**config.mk**
```make
export PLATFORM = sky130hd
export DESIGN_NAME = scfg_config_top
export DESIGN_NICKNAME = d
export VERILOG_FILES = /design/src/common/scfg_pkg.sv /design/src/common/scfg_word_if.sv /design/src/core/scfg_config_top.sv /design/src/core/scfg_shadow_word.sv /design/src/core/scfg_lock_timer.sv
export VERILOG_INCLUDE_DIRS = /design/src /design/src/common
export SDC_FILE = /design/constraint.sdc
export NUM_CORES = 1
export LEC_CHECK = 0
export ABC_AREA = 1
export BUFFER_PORTS_ARGS = -buffer_cell sky130_fd_sc_hd__buf_4
export CORE_MARGIN = 2
export CORE_UTILIZATION = 35
export CTS_BUF_LIST = sky130_fd_sc_hd__clkbuf_4 sky130_fd_sc_hd__clkbuf_8 sky130_fd_sc_hd__clkbuf_16
export DETAILED_ROUTE_END_ITERATION = 8
export PLACE_DENSITY_LB_ADDON = 0.15
export SETUP_SLACK_MARGIN = 0.2
export SYNTH_ARGS = -nofsm -noshare
export SYNTH_HDL_FRONTEND = slang
export SYNTH_SLANG_ARGS = --single-unit
```
**constraint.sdc**
```tcl
create_clock -name pclk -period 2.3 [get_ports pclk]
set_input_delay 0.345 -clock pclk [delete_from_list [all_inputs] [get_ports pclk]]
set_output_delay 0.345 -clock pclk [all_outputs]
set_load 0.02 [all_outputs]
```
**src/common/scfg_defines.svh**
```systemverilog
// register indices, field positions, reset values and timing counts of the synth config block
`ifndef SCFG_DEFINES_SVH
`define SCFG_DEFINES_SVH

// register indices; byte address is four times the index
`define SCFG_IDX_RATIO3 8'h6C
`define SCFG_IDX_LOOP_SEL 8'h70
`define SCFG_IDX_OUT_EN 8'h71
`define SCFG_IDX_LOCK_CRIT 8'h72
`define SCFG_IDX_TRIM 8'h73
`define SCFG_IDX_LOCK_STAT 8'h77

// reset values
`define SCFG_RST_RATIO3 32'h00010001
`define SCFG_RST_LOOP_SEL 8'hE4
`define SCFG_RST_OUT_EN 8'h03
`define SCFG_RST_LOCK_CRIT 8'h00
`define SCFG_RST_TRIM 32'h046AAAAB

// field positions
`define SCFG_NUMER_LSB 16
`define SCFG_DENOM_LSB 0
`define SCFG_FIELD_W 16
`define SCFG_SEL_W 2
`define SCFG_CRIT_W 2
`define SCFG_NUM_SYNTH 4

// timing
`define SCFG_CLK_PERIOD_NS 10
`define SCFG_ERR_36_US 36
`define SCFG_ERR_10_US 10
`define SCFG_ERR_1_US 1
`define SCFG_DUR_SHORT_S 1
`define SCFG_DUR_LONG_S 10
`define SCFG_DUR_SHORT_CYC ((64'd`SCFG_DUR_SHORT_S * 64'd1000000000 + 64'd`SCFG_CLK_PERIOD_NS - 64'd1) / 64'd`SCFG_CLK_PERIOD_NS)
`define SCFG_DUR_LONG_CYC ((64'd`SCFG_DUR_LONG_S * 64'd1000000000 + 64'd`SCFG_CLK_PERIOD_NS - 64'd1) / 64'd`SCFG_CLK_PERIOD_NS)

`endif

```
**src/common/scfg_pkg.sv**
```systemverilog
// types shared by the synth config block
package scfg_pkg;
	typedef enum logic [2:0] {
		LK_UNLOCKED = 3'b001,
		LK_QUALIFY = 3'b010,
		LK_LOCKED = 3'b100
	} scfg_lock_st_t;

	typedef struct packed {
		logic [31:0] stage;
		logic [3:0] seen;
		logic [31:0] live;
	} scfg_shadow_t;

	typedef struct packed {
		scfg_lock_st_t st;
		logic [31:0] cnt;
		logic [1:0] crit;
	} scfg_lock_t;

	typedef struct packed {
		logic [7:0] loop_sel;
		logic [7:0] out_en;
		logic [7:0] lock_crit;
		logic [3:0] synth_sel;
		logic [3:0] synth_en;
		logic [1:0] lock_fail;
		logic pready;
		logic pslverr;
		logic [31:0] prdata;
	} scfg_top_t;
endpackage : scfg_pkg

```
**src/common/scfg_word_if.sv**
```systemverilog
// byte-lane write path and committed value of one multi-byte register
`timescale 1ns/1ns
interface scfg_word_if;
	logic wr;
	logic [3:0] strb;
	logic [31:0] wdata;
	logic [31:0] live;
	modport owner (output wr, output strb, output wdata, input live);
	modport store (input wr, input strb, input wdata, output live);
endinterface : scfg_word_if

```
**src/core/scfg_config_top.sv**
```systemverilog
// APB register file for synth ratio, loop selection, enables, lock criterion and centre trim
// Summary of operation
// - synth frequency is base frequency times multiplier times 8 times numerator/denominator.
// - synth3 ratio word: numerator in bits 31:16, denominator in 15:0.
// - each synth follows the loop in its 2-bit field; codes 10, 11 reserved.
// - synth n output is enabled only while enable bit n is set.
// - per-loop 2-bit code picks phase error threshold and qualifying duration.
// - loop0 criterion at bits 1:0, loop1 at 3:2, governs reported lock state.
// - 32-bit two's-complement trim in 2^-32 steps applies to all four synths.
// - as an oscillator, output equals initial frequency times one plus trim/2^32.
//
// Register access over APB is this design's own decision.
`timescale 1ns/1ns
`include "scfg_defines.svh"
module scfg_config_top #(
	parameter int ADDR_W = 12,
	parameter int ERR_W = 16,
	parameter logic [31:0] LOCK_SHORT_CYC = 32'(`SCFG_DUR_SHORT_CYC),
	parameter logic [31:0] LOCK_LONG_CYC = 32'(`SCFG_DUR_LONG_CYC)
) (
	input logic pclk, // block clock, 100 MHz
	input logic presetn, // async reset, active low
	input logic psel, // APB select
	input logic penable, // APB access phase
	input logic pwrite, // APB direction, high for write
	input logic [ADDR_W-1:0] paddr, // APB byte address
	input logic [31:0] pwdata, // APB write data
	input logic [3:0] pstrb, // APB byte strobes
	output logic [31:0] prdata, // APB read data
	output logic pready, // APB ready
	output logic pslverr, // APB error on unmapped address
	input logic [ERR_W-1:0] loop0_phase_err_ns, // loop0 phase error magnitude
	input logic [ERR_W-1:0] loop1_phase_err_ns, // loop1 phase error magnitude
	output logic [15:0] synth3_numerator_field, // synth3 ratio numerator
	output logic [15:0] synth3_denominator_field, // synth3 ratio denominator
	output logic [31:0] centre_trim, // signed centre frequency offset
	output logic [3:0] synth_loop_select, // per synth: 0 first loop, 1 second
	output logic [3:0] synth_out_en, // per synth output enable
	output logic [1:0] loop0_lock_criterion, // loop0 lock criterion code
	output logic [1:0] loop1_lock_criterion, // loop1 lock criterion code
	output logic [1:0] loop_lock_fail // per loop: high while not locked
);
	scfg_pkg::scfg_top_t s_q;
	scfg_pkg::scfg_top_t s_d;
	scfg_word_if ratio_w ();
	scfg_word_if trim_w ();

	logic [7:0] idx;
	logic addr_ok;
	logic hit;
	logic setup;
	logic access;
	logic wr_en;
	logic [1:0] locked;
	logic [31:0] rdata;
	logic [15:0] wd_hi;
	logic [15:0] wd_lo;

	// decode: index is the word address, upper bits must be clear
	assign idx = paddr[9:2];
	assign addr_ok = (paddr[ADDR_W-1:10] == '0);
	assign setup = psel & ~penable & ~s_q.pready;
	assign access = psel & penable & s_q.pready;
	assign wr_en = access & pwrite & hit;
	assign wd_hi = pwdata[31:16];
	assign wd_lo = pwdata[15:0];

	always_comb begin
		case (idx)
			`SCFG_IDX_RATIO3,
			`SCFG_IDX_LOOP_SEL,
			`SCFG_IDX_OUT_EN,
			`SCFG_IDX_LOCK_CRIT,
			`SCFG_IDX_TRIM,
			`SCFG_IDX_LOCK_STAT: hit = addr_ok;
			default: hit = 1'b0;
		endcase
	end

	always_comb begin
		case (idx)
			`SCFG_IDX_RATIO3: rdata = ratio_w.live;
			`SCFG_IDX_LOOP_SEL: rdata = {24'h000000, s_q.loop_sel};
			`SCFG_IDX_OUT_EN: rdata = {24'h000000, s_q.out_en};
			`SCFG_IDX_LOCK_CRIT: rdata = {24'h000000, s_q.lock_crit};
			`SCFG_IDX_TRIM: rdata = trim_w.live;
			`SCFG_IDX_LOCK_STAT: rdata = {30'h00000000, s_q.lock_fail};
			default: rdata = 32'h00000000;
		endcase
		if (!addr_ok) begin
			rdata = 32'h00000000;
		end
	end

	// wide registers go through staging so writes take effect only once all four bytes have been written
	assign ratio_w.wr = wr_en & (idx == `SCFG_IDX_RATIO3);
	assign ratio_w.strb = pstrb;
	assign ratio_w.wdata = pwdata;
	assign trim_w.wr = wr_en & (idx == `SCFG_IDX_TRIM);
	assign trim_w.strb = pstrb;
	assign trim_w.wdata = pwdata;

	scfg_shadow_word #(
		.RESET_VAL(`SCFG_RST_RATIO3)
	) u_ratio (
		.pclk(pclk),
		.presetn(presetn),
		.w(ratio_w)
	);

	scfg_shadow_word #(
		.RESET_VAL(`SCFG_RST_TRIM)
	) u_trim (
		.pclk(pclk),
		.presetn(presetn),
		.w(trim_w)
	);

	scfg_lock_timer #(
		.ERR_W(ERR_W),
		.SHORT_CYC(LOCK_SHORT_CYC),
		.LONG_CYC(LOCK_LONG_CYC)
	) u_lock0 (
		.pclk(pclk),
		.presetn(presetn),
		.crit(s_q.lock_crit[1:0]),
		.phase_err_ns(loop0_phase_err_ns),
		.locked(locked[0])
	);

	scfg_lock_timer #(
		.ERR_W(ERR_W),
		.SHORT_CYC(LOCK_SHORT_CYC),
		.LONG_CYC(LOCK_LONG_CYC)
	) u_lock1 (
		.pclk(pclk),
		.presetn(presetn),
		.crit(s_q.lock_crit[3:2]),
		.phase_err_ns(loop1_phase_err_ns),
		.locked(locked[1])
	);

	always_comb begin
		s_d = s_q;
		s_d.pready = 1'b0;
		s_d.pslverr = 1'b0;
		// answer in the first access cycle; data and error prepared in setup
		if (setup) begin
			s_d.pready = 1'b1;
			s_d.pslverr = ~hit;
			s_d.prdata = pwrite ? 32'h00000000 : rdata;
		end
		if (wr_en && pstrb[0]) begin
			case (idx)
				`SCFG_IDX_LOOP_SEL: s_d.loop_sel = pwdata[7:0];
				`SCFG_IDX_OUT_EN: s_d.out_en = pwdata[7:0];
				`SCFG_IDX_LOCK_CRIT: s_d.lock_crit = pwdata[7:0];
				default: s_d.lock_crit = s_q.lock_crit;
			endcase
		end
		// reserved codes keep the previous loop choice
		for (int i = 0; i < `SCFG_NUM_SYNTH; i++) begin
			if (!s_q.loop_sel[2*i+1]) begin
				s_d.synth_sel[i] = s_q.loop_sel[2*i];
			end
		end
		s_d.synth_en = s_q.out_en[3:0];
		s_d.lock_fail = ~locked;
	end

	always_ff @(posedge pclk or negedge presetn) begin
		if (!presetn) begin
			s_q <= '{
				loop_sel: `SCFG_RST_LOOP_SEL,
				out_en: `SCFG_RST_OUT_EN,
				lock_crit: `SCFG_RST_LOCK_CRIT,
				lock_fail: 2'b11,
				default: '0
			};
		end else begin
			s_q <= s_d;
		end
	end

	assign prdata = s_q.prdata;
	assign pready = s_q.pready;
	assign pslverr = s_q.pslverr;
	// numerator over denominator scales the synth3 frequency
	assign synth3_numerator_field = ratio_w.live[`SCFG_NUMER_LSB +: `SCFG_FIELD_W];
	assign synth3_denominator_field = ratio_w.live[`SCFG_DENOM_LSB +: `SCFG_FIELD_W];
	// one shared offset for all synths, fout = finit * (1 + trim / 2^32)
	assign centre_trim = trim_w.live;
	assign synth_loop_select = s_q.synth_sel;
	assign synth_out_en = s_q.synth_en;
	assign loop0_lock_criterion = s_q.lock_crit[1:0];
	assign loop1_lock_criterion = s_q.lock_crit[3:2];
	assign loop_lock_fail = s_q.lock_fail;

	apb_one_wait_a: assert property (@(posedge pclk) disable iff (!presetn)
		setup |=> pready ##1 !pready)
		else $error("apb answer not given in the first access cycle");

	apb_unmapped_a: assert property (@(posedge pclk) disable iff (!presetn)
		(setup && !hit) |=> pslverr && prdata == 32'h00000000)
		else $error("unmapped address not flagged");

	ratio_fields_a: assert property (@(posedge pclk) disable iff (!presetn)
		(wr_en && idx == `SCFG_IDX_RATIO3 && pstrb == 4'hF) |=>
		(synth3_numerator_field == $past(wd_hi)) && (synth3_denominator_field == $past(wd_lo)))
		else $error("ratio fields not split into numerator and denominator");

	ratio_partial_a: assert property (@(posedge pclk) disable iff (!presetn)
		(ratio_w.wr && !u_ratio.full_now) |=> $stable(ratio_w.live))
		else $error("partial ratio write altered the live ratio");

	trim_full_a: assert property (@(posedge pclk) disable iff (!presetn)
		(wr_en && idx == `SCFG_IDX_TRIM && pstrb == 4'hF) |=> centre_trim == $past(pwdata))
		else $error("trim word not applied");

	sel_follows_code_a: assert property (@(posedge pclk) disable iff (!presetn)
		(!s_q.loop_sel[1]) |=> synth_loop_select[0] == $past(s_q.loop_sel[0]))
		else $error("synth0 loop choice does not follow its field");

	sel_reserved_hold_a: assert property (@(posedge pclk) disable iff (!presetn)
		(s_q.loop_sel[7]) |=> $stable(synth_loop_select[3]))
		else $error("reserved code changed synth3 loop choice");

	enable_follows_a: assert property (@(posedge pclk) disable iff (!presetn)
		(wr_en && idx == `SCFG_IDX_OUT_EN && pstrb[0]) |=> ##1 synth_out_en == $past(pwdata[3:0], 2))
		else $error("output enables do not follow the enable field");

	lock_status_a: assert property (@(posedge pclk) disable iff (!presetn)
		1'b1 |=> loop_lock_fail == ~$past(locked))
		else $error("lock fail status does not track the qualifier");

	crit_restart_a: assert property (@(posedge pclk) disable iff (!presetn)
		(wr_en && idx == `SCFG_IDX_LOCK_CRIT && pstrb[0] && pwdata[1:0] != s_q.lock_crit[1:0])
		|=> ##2 loop_lock_fail[0])
		else $error("criterion change did not restart loop0 qualification");

	crit_restart_one_a: assert property (@(posedge pclk) disable iff (!presetn)
		(wr_en && idx == `SCFG_IDX_LOCK_CRIT && pstrb[0] && pwdata[3:2] != s_q.lock_crit[3:2])
		|=> ##2 loop_lock_fail[1])
		else $error("criterion change did not restart loop1 qualification");

	crit_fields_a: assert property (@(posedge pclk) disable iff (!presetn)
		(wr_en && idx == `SCFG_IDX_LOCK_CRIT && pstrb[0]) |=>
		(loop0_lock_criterion == $past(pwdata[1:0])) && (loop1_lock_criterion == $past(pwdata[3:2])))
		else $error("criterion fields not taken from their bit positions");

	// per-synth loop choice, one two-bit field each
	sel_follows_one_a: assert property (@(posedge pclk) disable iff (!presetn)
		(!s_q.loop_sel[3]) |=> synth_loop_select[1] == $past(s_q.loop_sel[2]))
		else $error("synth1 loop choice does not follow its field");

	sel_follows_two_a: assert property (@(posedge pclk) disable iff (!presetn)
		(!s_q.loop_sel[5]) |=> synth_loop_select[2] == $past(s_q.loop_sel[4]))
		else $error("synth2 loop choice does not follow its field");

	sel_follows_three_a: assert property (@(posedge pclk) disable iff (!presetn)
		(!s_q.loop_sel[7]) |=> synth_loop_select[3] == $past(s_q.loop_sel[6]))
		else $error("synth3 loop choice does not follow its field");

	sel_reserved_zero_a: assert property (@(posedge pclk) disable iff (!presetn)
		(s_q.loop_sel[1]) |=> $stable(synth_loop_select[0]))
		else $error("reserved code changed synth0 loop choice");

	loop_sel_store_a: assert property (@(posedge pclk) disable iff (!presetn)
		(wr_en && idx == `SCFG_IDX_LOOP_SEL && pstrb[0]) |=> s_q.loop_sel == $past(pwdata[7:0]))
		else $error("loop select write not stored");

	// output enables
	out_en_store_a: assert property (@(posedge pclk) disable iff (!presetn)
		(wr_en && idx == `SCFG_IDX_OUT_EN && pstrb[0]) |=> s_q.out_en == $past(pwdata[7:0]))
		else $error("enable write not stored");

	enable_tracks_a: assert property (@(posedge pclk) disable iff (!presetn)
		1'b1 |=> synth_out_en == $past(s_q.out_en[3:0]))
		else $error("output enables do not track the stored field");

	// staged words stay put between complete writes
	ratio_hold_a: assert property (@(posedge pclk) disable iff (!presetn)
		(!ratio_w.wr) |=> $stable(ratio_w.live))
		else $error("live ratio changed without a write");

	trim_hold_a: assert property (@(posedge pclk) disable iff (!presetn)
		(!trim_w.wr) |=> $stable(centre_trim))
		else $error("live trim changed without a write");

	trim_partial_a: assert property (@(posedge pclk) disable iff (!presetn)
		(trim_w.wr && !u_trim.full_now) |=> $stable(centre_trim))
		else $error("partial trim write altered the live trim");

	// register bus
	apb_idle_quiet_a: assert property (@(posedge pclk) disable iff (!presetn)
		(!setup) |=> !pready)
		else $error("apb ready without a setup cycle");

	apb_write_zero_a: assert property (@(posedge pclk) disable iff (!presetn)
		(setup && pwrite) |=> prdata == 32'h00000000)
		else $error("read data not zero on a write");

	unmapped_write_a: assert property (@(posedge pclk) disable iff (!presetn)
		(access && pwrite && !hit) |=> $stable(s_q.loop_sel) && $stable(s_q.out_en) && $stable(s_q.lock_crit))
		else $error("unmapped write altered a register");
endmodule : scfg_config_top

```
**src/core/scfg_shadow_word.sv**
```systemverilog
// staging register that commits a 32-bit value only when all four bytes are written
`timescale 1ns/1ns
module scfg_shadow_word #(
	parameter logic [31:0] RESET_VAL = 32'h00000000
) (
	input logic pclk, // block clock
	input logic presetn, // async reset, active low
	scfg_word_if.store w // byte writes in, committed value out
);
	scfg_pkg::scfg_shadow_t s_q;
	scfg_pkg::scfg_shadow_t s_d;
	logic full_now;

	assign full_now = w.wr & (&(s_q.seen | w.strb));
	assign w.live = s_q.live;

	always_comb begin
		s_d = s_q;
		if (w.wr) begin
			for (int i = 0; i < 4; i++) begin
				if (w.strb[i]) begin
					s_d.stage[8*i +: 8] = w.wdata[8*i +: 8];
				end
			end
			s_d.seen = s_q.seen | w.strb;
			if (full_now) begin
				s_d.live = s_d.stage;
				s_d.seen = 4'h0;
			end
		end
	end

	always_ff @(posedge pclk or negedge presetn) begin
		if (!presetn) begin
			s_q <= '{stage: RESET_VAL, seen: 4'h0, live: RESET_VAL};
		end else begin
			s_q <= s_d;
		end
	end

	commit_when_whole_a: assert property (@(posedge pclk) disable iff (!presetn)
		$changed(s_q.live) |-> $past(full_now))
		else $error("committed value changed without a complete word");

	commit_takes_stage_a: assert property (@(posedge pclk) disable iff (!presetn)
		(w.wr && w.strb == 4'hF) |=> (s_q.live == $past(w.wdata)) && (s_q.seen == 4'h0))
		else $error("full word write not committed");
endmodule : scfg_shadow_word

```
**src/core/scfg_lock_timer.sv**
```systemverilog
// qualifies one loop's lock: phase error below a threshold for a chosen duration
`timescale 1ns/1ns
`include "scfg_defines.svh"
module scfg_lock_timer #(
	parameter int ERR_W = 16,
	parameter logic [31:0] SHORT_CYC = 32'(`SCFG_DUR_SHORT_CYC),
	parameter logic [31:0] LONG_CYC = 32'(`SCFG_DUR_LONG_CYC)
) (
	input logic pclk, // block clock
	input logic presetn, // async reset, active low
	input logic [1:0] crit, // lock criterion code
	input logic [ERR_W-1:0] phase_err_ns, // phase error magnitude in ns
	output logic locked // criterion met
);
	scfg_pkg::scfg_lock_t s_q;
	scfg_pkg::scfg_lock_t s_d;
	logic [ERR_W-1:0] thr;
	logic [31:0] dur;
	logic below;

	always_comb begin
		case (crit)
			2'b00: begin
				thr = ERR_W'(`SCFG_ERR_36_US * 1000);
				dur = LONG_CYC;
			end
			2'b01: begin
				thr = ERR_W'(`SCFG_ERR_1_US * 1000);
				dur = SHORT_CYC;
			end
			2'b10: begin
				thr = ERR_W'(`SCFG_ERR_10_US * 1000);
				dur = SHORT_CYC;
			end
			default: begin
				thr = ERR_W'(`SCFG_ERR_10_US * 1000);
				dur = LONG_CYC;
			end
		endcase
	end

	assign below = phase_err_ns < thr;
	assign locked = s_q.st == scfg_pkg::LK_LOCKED;

	always_comb begin
		s_d = s_q;
		s_d.crit = crit;
		case (s_q.st)
			scfg_pkg::LK_UNLOCKED: begin
				if (below) begin
					s_d.st = scfg_pkg::LK_QUALIFY;
					s_d.cnt = 32'd1;
				end
			end
			scfg_pkg::LK_QUALIFY: begin
				if (!below) begin
					s_d.st = scfg_pkg::LK_UNLOCKED;
					s_d.cnt = 32'd0;
				end else if (s_q.cnt >= dur) begin
					s_d.st = scfg_pkg::LK_LOCKED;
				end else begin
					s_d.cnt = s_q.cnt + 32'd1;
				end
			end
			scfg_pkg::LK_LOCKED: begin
				if (!below) begin
					s_d.st = scfg_pkg::LK_UNLOCKED;
					s_d.cnt = 32'd0;
				end
			end
			default: begin
				s_d.st = scfg_pkg::LK_UNLOCKED;
				s_d.cnt = 32'd0;
			end
		endcase
		// a new criterion restarts qualification
		if (crit != s_q.crit) begin
			s_d.st = scfg_pkg::LK_UNLOCKED;
			s_d.cnt = 32'd0;
		end
	end

	always_ff @(posedge pclk or negedge presetn) begin
		if (!presetn) begin
			s_q <= '{st: scfg_pkg::LK_UNLOCKED, cnt: 32'd0, crit: 2'b00};
		end else begin
			s_q <= s_d;
		end
	end

	lock_drops_fast_a: assert property (@(posedge pclk) disable iff (!presetn)
		(locked && !below) |=> !locked)
		else $error("lock held with phase error above threshold");

	lock_needs_time_a: assert property (@(posedge pclk) disable iff (!presetn)
		(!locked ##1 locked) |-> ($past(s_q.cnt) >= $past(dur)))
		else $error("lock declared before the qualifying duration");
endmodule : scfg_lock_timer

```
==> impl_metrics.env, run 1 <==
export IMPL_grt_pass1_wl_um=78600
export IMPL_cp_start_kind="register"
export IMPL_grt_met1_usage_pct=28.0
export IMPL_die_w_um=220
export IMPL_mostFrequentLayoutCell="nand2_1"
export IMPL_power_frac_comb_pct=17.6
export IMPL_dpl_cell_count=2872
export IMPL_crit_arrival_ns=3.00
export IMPL_synth_seq_area_share_pct=42.9
export IMPL_dr_total_vias=14400
export IMPL_drc_errors=0
export IMPL_initial_core_util_pct=35.3
export IMPL_setup_ws_ns=-0.217
export IMPL_crit_required_ns=2.78
export IMPL_path_clk_slew_ns=0.06
export IMPL_gr_total_overflow=0
export IMPL_post_route_util_pct=44.3
export IMPL_skew_ns=0.0188
export IMPL_rsz0062_at_grt="yes"
export IMPL_final_cell_mix="735 x nand2_1, 258 x buf_4, 234 x dfrtp_1"
export IMPL_gp_congestion=0.855
export IMPL_wl_per_cell_um=16.9
export IMPL_die_y_um=220
export IMPL_stdcell_count=2974
export IMPL_drt_total_wl_um=50100
export IMPL_layout_nets=2473
export IMPL_top_usage_layer="met2"
export IMPL_fp_row_count=79
export IMPL_place_hpwl_um=34000
export IMPL_yosys_top_cells_area="dfrtp_1 36%, nand2_1 18%, dfstp_2 6.8%, buf_4 5.5%, nor2_1 4.6%"
export IMPL_io_buffers=188
export IMPL_power_leakage_nw=10.3
export IMPL_cts_buffers=34
export IMPL_irDropWorstVdd_mv=0.562
export IMPL_yosysTopAreaCellShare_pct=36.2
export IMPL_critPathKind="reg -> reg"
export IMPL_switching_share_pct=28.2
export IMPL_final_period_utilization_pct=109
export IMPL_h_tree_depth=2
export IMPL_yosysWarnings=0
export IMPL_clkPwrFrac_pct=43.1
export IMPL_p_per_area_mw_per_mm2=625
export IMPL_timing_hold_violations_final=0
export IMPL_grtUsageTotal_pct=20.8
export IMPL_power_internal_mw=9.19
export IMPL_gr_usage_met2_pct=34.3
export IMPL_fmax_mhz=397
export IMPL_avgViaCountPerCell=4.85
export IMPL_drv_slew=0
export IMPL_drive_gt1_share_pct=24.5
export IMPL_die_area_mm2=0.0484
export IMPL_syn_area_mm2=0.0163
export IMPL_synth_async_reset_ratio_pct=100
export IMPL_area_growth_pct=25.5
export IMPL_violations="negative setup slack"
export IMPL_drt_pass1_iter_count=5
export IMPL_antenna_found_initial=1
export IMPL_period_minus_slack_ns=2.52
export IMPL_use_met3_pct=3.52
export IMPL_io_pins=197
export IMPL_ant_nets=0
export IMPL_relSlewSlack_pct=63.1
export IMPL_clock_latency_ns=0.55
export IMPL_setup_viol=70
export IMPL_tightest_slew_ns=0.549
export IMPL_dr_first_iter_drc_count=760
export IMPL_grt_pass1_vias=14000
export IMPL_synth_edf_count=0
export IMPL_cts_buffer_depth=3
export IMPL_synth_area_per_cell_um2=7.48
export IMPL_fp_coreArea_mm2=0.0463
export IMPL_synth_flop_cell="dfrtp_1"
export IMPL_grt_max_degree=68
export IMPL_synth_distinct_cells=48
export IMPL_syn_nets=2316
export IMPL_path_max_fanout=8
export IMPL_cts_tree="done"
export IMPL_cp_end_kind="register"
export IMPL_p_sw_mw=3.62
export IMPL_yosysTopAreaCell="dfrtp_1"
export IMPL_outcome="complete, but fails checks"
export IMPL_clock_sinks=278
export IMPL_hp_class="in -> reg"
export IMPL_maxCapViolCount=0
export IMPL_root_buffer="clkbuf_16"
export IMPL_synth_seq_cells=278
export IMPL_power_frac_seq_pct=39.3
export IMPL_postSynthCellCount=2183
sequential cells by signal, summed over array words and instances (netlist names):
name / cells
loop1_lock_criterion: 2
u_ratio.s_q: 36
u_lock1.s_q: 37
u_ratio.w.live: 32
s_d: 4
prdata: 32
pready: 1
u_trim.w.live: 32
pslverr: 1
s_q: 16
synth_out_en: 4
loop_lock_fail: 2
synth_loop_select: 4
u_lock0.s_q: 37
loop0_lock_criterion: 2
u_trim.s_q: 36
through the flow:
stage	cell area (um2)	setup TNS [ns]	setup slack (ns)	hold slack [ns]	total power [mW]
after floorplan	16500	0	0.0546	0.0494	6.00
after global placement	18200	-6.51	-0.135	0.280	6.55
after detailed placement	18200	-9.72	-0.195	0.284	6.57
after CTS	20200	-6.79	-0.139	0.00203	12.8
after global routing	20500	-20.60	-0.379	0.0301	13.3
final	20500	-11.03	-0.217	0.0394	12.8
synth_stat cells (30+ instances only):
cell	number
nor2_1	201
buf_4	119
nand3_1	109
inv_1	180
a22o_1	48
ha_1	48
dfrtp_1	236
clkbuf_1	30
dfstp_2	42
o21ai_1	45
nand4_1	33
nand2_1	786
o21ai_0	117
final timing paths:
path,start,end,slack [ns],depth (start not counted)
max,loop1_lock_criterion[0],u_lock1.s_q[14],-0.22,16
min,pwdata[5],s_q[65],0.04,3
max reg2reg,loop1_lock_criterion[0],u_lock1.s_q[14],-0.22,16
min reg2reg,s_d[36],synth_out_en[0],0.41,0
max in group asynchronous,presetn,s_q[66],1.19,3
min in group asynchronous,presetn,u_lock0.s_q[20],0.29,2
layer usage:
layer	up-vias	share of wire, %
li1	7166	-
met1	6842	46
met2	325	47
met3	79	4.8
met4	0	2.5
met5	-	0
final cells by class:
class	count	area [um2]
multi-input combinational	1522	7990
inverter	197	773
clock buffer	54	1040
tap	607	759
timing repair buffer	306	2800
timing repair inverter	1	6.26
sequential	278	7010
fill	4723	25800
antenna	1	2.50
clock inverter	8	109
what timing repair did:
action,in CTS,in global routing
buffers inserted,20,6
endpoints found under the hold margin,31,0
resized for setup,105,53
cloned,8,3
hold buffers,2,0
pin swaps,35,44
setup endpoints to repair,70,70
power by group through the flow:
| stage | logic, mW | registers (mW) | clock network (mW) |
|---|---|---|---|
| floorplan | 0.899 | 5.10 | 0 |
| global placement | 1.45 | 5.11 | 0 |
| detailed placement | 1.46 | 5.11 | 0 |
| CTS | 2.08 | 5.03 | 5.70 |
| global route | 2.41 | 5.03 | 5.90 |
| finish | 2.26 | 5.03 | 5.52 |
logic make-up (layout without fill, tap and decap cells):
logic type	after synthesis	count (layout)	share of synthesized area (%)
AND/OR/NAND/NOR	1188	1192	30.0
buffers and inverters	387	566	12.6
flip-flops	278	278	42.9
AO/OA/AOI/OAI	248	248	9.03
adder cells (fa/ha/maj)	48	48	3.68
XOR/XNOR	34	34	1.82
other	0	1	0
critical path: stages, from the launching register on:
cell	delay [ns]
dfrtp_2	0.42
inv_4	0.07
ha_4	0.16
nor2_4	0.15
inv_2	0.06
ha_4	0.26
nand2_2	0.05
nor3_4	0.13
nand2_2	0.09
nor2_4	0.11
nor2_4	0.07
buf_4	0.14
a21oi_4	0.24
buf_6	0.18
clkbuf_16	0.16
nand3_1	0.08
nand2_1	0.07
No activity file was read; power rests on OpenSTA's default activity.
==> run 2, diff against run 1 <==
--- a/config.mk
+++ b/config.mk
@@ -6,7 +6,7 @@
 export SDC_FILE = /design/constraint.sdc
 export NUM_CORES = 1
 export LEC_CHECK = 0
-export ABC_AREA = 1
+export ABC_AREA = 0
 export BUFFER_PORTS_ARGS = -buffer_cell sky130_fd_sc_hd__buf_4
 export CORE_MARGIN = 2
 export CORE_UTILIZATION = 35
@@ -14,6 +14,7 @@
 export DETAILED_ROUTE_END_ITERATION = 8
 export PLACE_DENSITY_LB_ADDON = 0.15
 export SETUP_SLACK_MARGIN = 0.2
+export SLEW_MARGIN = 5
 export SYNTH_ARGS = -nofsm -noshare
 export SYNTH_HDL_FRONTEND = slang
 export SYNTH_SLANG_ARGS = --single-unit
==> impl_metrics.env, run 2 <==
export IMPL_outcome="complete, but fails checks"
export IMPL_violations="negative setup slack"
export IMPL_highest_layer="met4"
export IMPL_cts_tree="done"
export IMPL_initial_core_util_pct=35.5
export IMPL_area_growth_pct=43.8
export IMPL_fmax_mhz=330
export IMPL_drt_total_wl_um=45700
export IMPL_yosysTopAreaCellShare_pct=39.7
export IMPL_yosys_top_cells_count="236 x dfrtp_1, 168 x o21ai_0, 145 x nand2_1, 111 x buf_4, 88 x mux2_2"
export IMPL_fillers=3739
export IMPL_root_buffer="clkbuf_16"
export IMPL_setup_ws_ns=-0.733
export IMPL_synth_distinct_cells=72
export IMPL_synth_seq_cells=278
export IMPL_worstHoldStart="pwdata[28]"
export IMPL_grt_pass1_vias=12100
export IMPL_path_clk_slew_ns=0.06
export IMPL_grtUsageTotal_pct=20.2
export IMPL_gp_congestion=0.805
export IMPL_drv_slew=0
export IMPL_dr_total_vias=12100
export IMPL_wl_met1_um=20600
export IMPL_wl_met3_um=2010
export IMPL_die_y_um=210
export IMPL_reg_top3="u_lock0.s_q: 37 flops, u_lock1.s_q: 37 flops"
export IMPL_grt_max_degree=61
export IMPL_grt_pass1_wl_um=69700
export IMPL_fp_coreArea_mm2=0.0419
export IMPL_slowest_delay_ns=0.42
export IMPL_clock_latency_ns=0.55
export IMPL_whs_endpoint="u_ratio.s_q[64]"
export IMPL_die_area_mm2=0.0442
export IMPL_fp_row_count=75
export IMPL_mostFrequentLayoutCell="buf_4"
export IMPL_r2r_end="u_lock1.s_q[7]"
export IMPL_path_cells="inv_4, ha_4, or2_4, ha_4, a211o_1, a221oi_2, buf_4, o21ai_4, buf_4, mux2_4, clkbuf_16, a21o_1, a22o_1"
export IMPL_power_leakage_nw=9.88
export IMPL_path_max_fanout=5
export IMPL_syn_area_mm2=0.0149
export IMPL_dr_first_iter_drc_count=533
export IMPL_h_tree_depth=2
export IMPL_critPathKind="reg -> reg"
export IMPL_p_per_area_mw_per_mm2=622
export IMPL_period_minus_slack_ns=3.03
export IMPL_hp_class="in -> reg"
export IMPL_rsz0062_at_grt="yes"
export IMPL_cts_buffers=35
export IMPL_yosysWarnings=0
export IMPL_cts_buffer_depth=3
export IMPL_gr_total_overflow=0
export IMPL_setup_viol=109
export IMPL_syn_nets=1568
export IMPL_r2r_cells=13
export IMPL_drt_pass1_iter_count=5
export IMPL_skew_ns=0.0214
export IMPL_io_pins=197
export IMPL_synth_seq_area_share_pct=47.1
export IMPL_cp_start_kind="register"
export IMPL_clkPwrFrac_pct=42.8
export IMPL_antenna_found_initial=0
export IMPL_io_buffers=188
export IMPL_clock_sinks=278
export IMPL_yosys_top_cells_area="dfrtp_1 40%, dfstp_2 7.4%, mux2_2 6.7%, mux2i_1 5.8%, o21ai_0 5.6%"
export IMPL_synth_most_common_cell="dfrtp_1"
export IMPL_drive_gt1_share_pct=48.5
export IMPL_final_cell_mix="358 x buf_4, 235 x dfrtp_1, 118 x nand2_1"
export IMPL_die_w_um=210
export IMPL_synth_async_reset_ratio_pct=100
export IMPL_wl_per_cell_um=19.7
export IMPL_ant_nets=0
export IMPL_synth_flop_cell="dfrtp_1"
export IMPL_irDropWorstVdd_mv=0.393
export IMPL_p_sw_mw=3.54
export IMPL_power_internal_mw=9.79
export IMPL_r2r_setup_slack_ns=-0.73
export IMPL_power_frac_comb_pct=18.9
export IMPL_yosysTopAreaCell="dfrtp_1"
export IMPL_post_route_util_pct=51.1
export IMPL_cp_end_kind="register"
export IMPL_switching_share_pct=26.6
export IMPL_setup_tns_ns=-47.00
export IMPL_cp_slowest_cell="dfrtp_2"
export IMPL_whs_path_depth=2
export IMPL_tightest_slew_ns=0.781
export IMPL_synth_edf_count=0
export IMPL_avgViaCountPerCell=5.25
export IMPL_maxCapViolCount=0
export IMPL_stdcell_area_mm2=0.0214
export IMPL_wl_met2_um=21900
export IMPL_power_mw=13.3
export IMPL_place_hpwl_um=29800
export IMPL_relSlewSlack_pct=47.9
export IMPL_power_frac_seq_pct=38.3
export IMPL_timing_hold_violations_final=0
export IMPL_placed_area_mm2=0.0181
export IMPL_timing_rr_start="loop1_lock_criterion[0]"
export IMPL_synth_area_per_cell_um2=10.4
export IMPL_layout_nets=1882
export IMPL_crit_arrival_ns=3.46
export IMPL_num_antenna_cells=0
export IMPL_postSynthCellCount=1435
export IMPL_drc_errors=0
export IMPL_crit_required_ns=2.73
export IMPL_final_period_utilization_pct=132
[run 2: timing repair]
action | CTS | global route
pin swaps | 61 | 47
hold buffers | 1 | 0
gates resized for setup | 167 | 123
endpoints found under the setup margin | 183 | 128
buffers inserted | 37 | 21
cloned | 14 | 6
endpoints found under the hold margin | 45 | 0
[run 2: cells by family after synthesis]
logic type | synth area share, %
compound gates | 15.0
xor+xnor | 0.294
fa+ha+maj | 4.10
buf+inv | 8.23
flops | 47.1
mux | 13.3
simple gates | 12.0
[run 2: power by group through the flow]
stage	registers [mW]	clock network, mW	logic [mW]
after floorplan	5.19	0	0.919
after global placement	5.18	0	1.63
after detailed placement	5.18	0	1.65
final	5.10	5.71	2.52
after global routing	5.12	6.06	2.70
after CTS	5.10	5.86	2.32
[run 2: worst max-delay path: cells and delay by family (launching register included)]
kind | cells | cell delay, ns
AO/OA/AOI/OAI | 5 | 0.92
AND/OR/NAND/NOR | 1 | 0.26
multiplexers | 1 | 0.36
flip-flops | 1 | 0.42
adder cells (fa/ha/maj) | 2 | 0.40
buffers and inverters | 4 | 0.56
[run 2: cell type report]
class                           instances  area, um2  share of cell area, %
Multi-Input combinational cell        947       8130                   38.0
Sequential cell                       278       7010                   32.7
Inverter                               31        124                  0.578
Tap cell                              539        674                   3.15
Clock buffer                           53       1070                   5.00
Timing Repair Buffer                  456       4280                   20.0
Clock inverter                         11        124                  0.578
[run 2: how the worst max path moves through the flow]
stage / from / endpoint / slack (ns)
2_1_floorplan: loop0_lock_criterion[1] / u_lock0.s_q[2] / -0.70
3_3_place_gp: loop1_lock_criterion[1] / u_lock1.s_q[26] / -1.11
3_5_place_dp: loop1_lock_criterion[1] / u_lock1.s_q[26] / -1.13
4_1_cts: loop1_lock_criterion[1] / u_lock1.s_q[16] / -0.77
5_1_grt: loop1_lock_criterion[0] / u_lock1.s_q[16] / -0.81
6_report: loop1_lock_criterion[0] / u_lock1.s_q[7] / -0.73
[run 2: metrics by stage]
| stage | std cells | hold slack [ns] | worst slack, ns |
|---|---|---|---|
| after detailed placement | 2172 | 0.315 | -1.13 |
| after CTS | 2288 | 0.0295 | -0.767 |
| after floorplan | 1435 | 0.0494 | -0.702 |
| after global placement | 2172 | 0.308 | -1.11 |
| after global routing | 2315 | 0.0364 | -0.814 |
| final | 2315 | 0.0483 | -0.733 |
[run 2: per-layer routing]
layer  vias up  GRT usage [%]
met5         -              0
met4         0           5.82
met3        81           3.92
met2       232           33.2
met1      6098           27.0
li1       5732              -
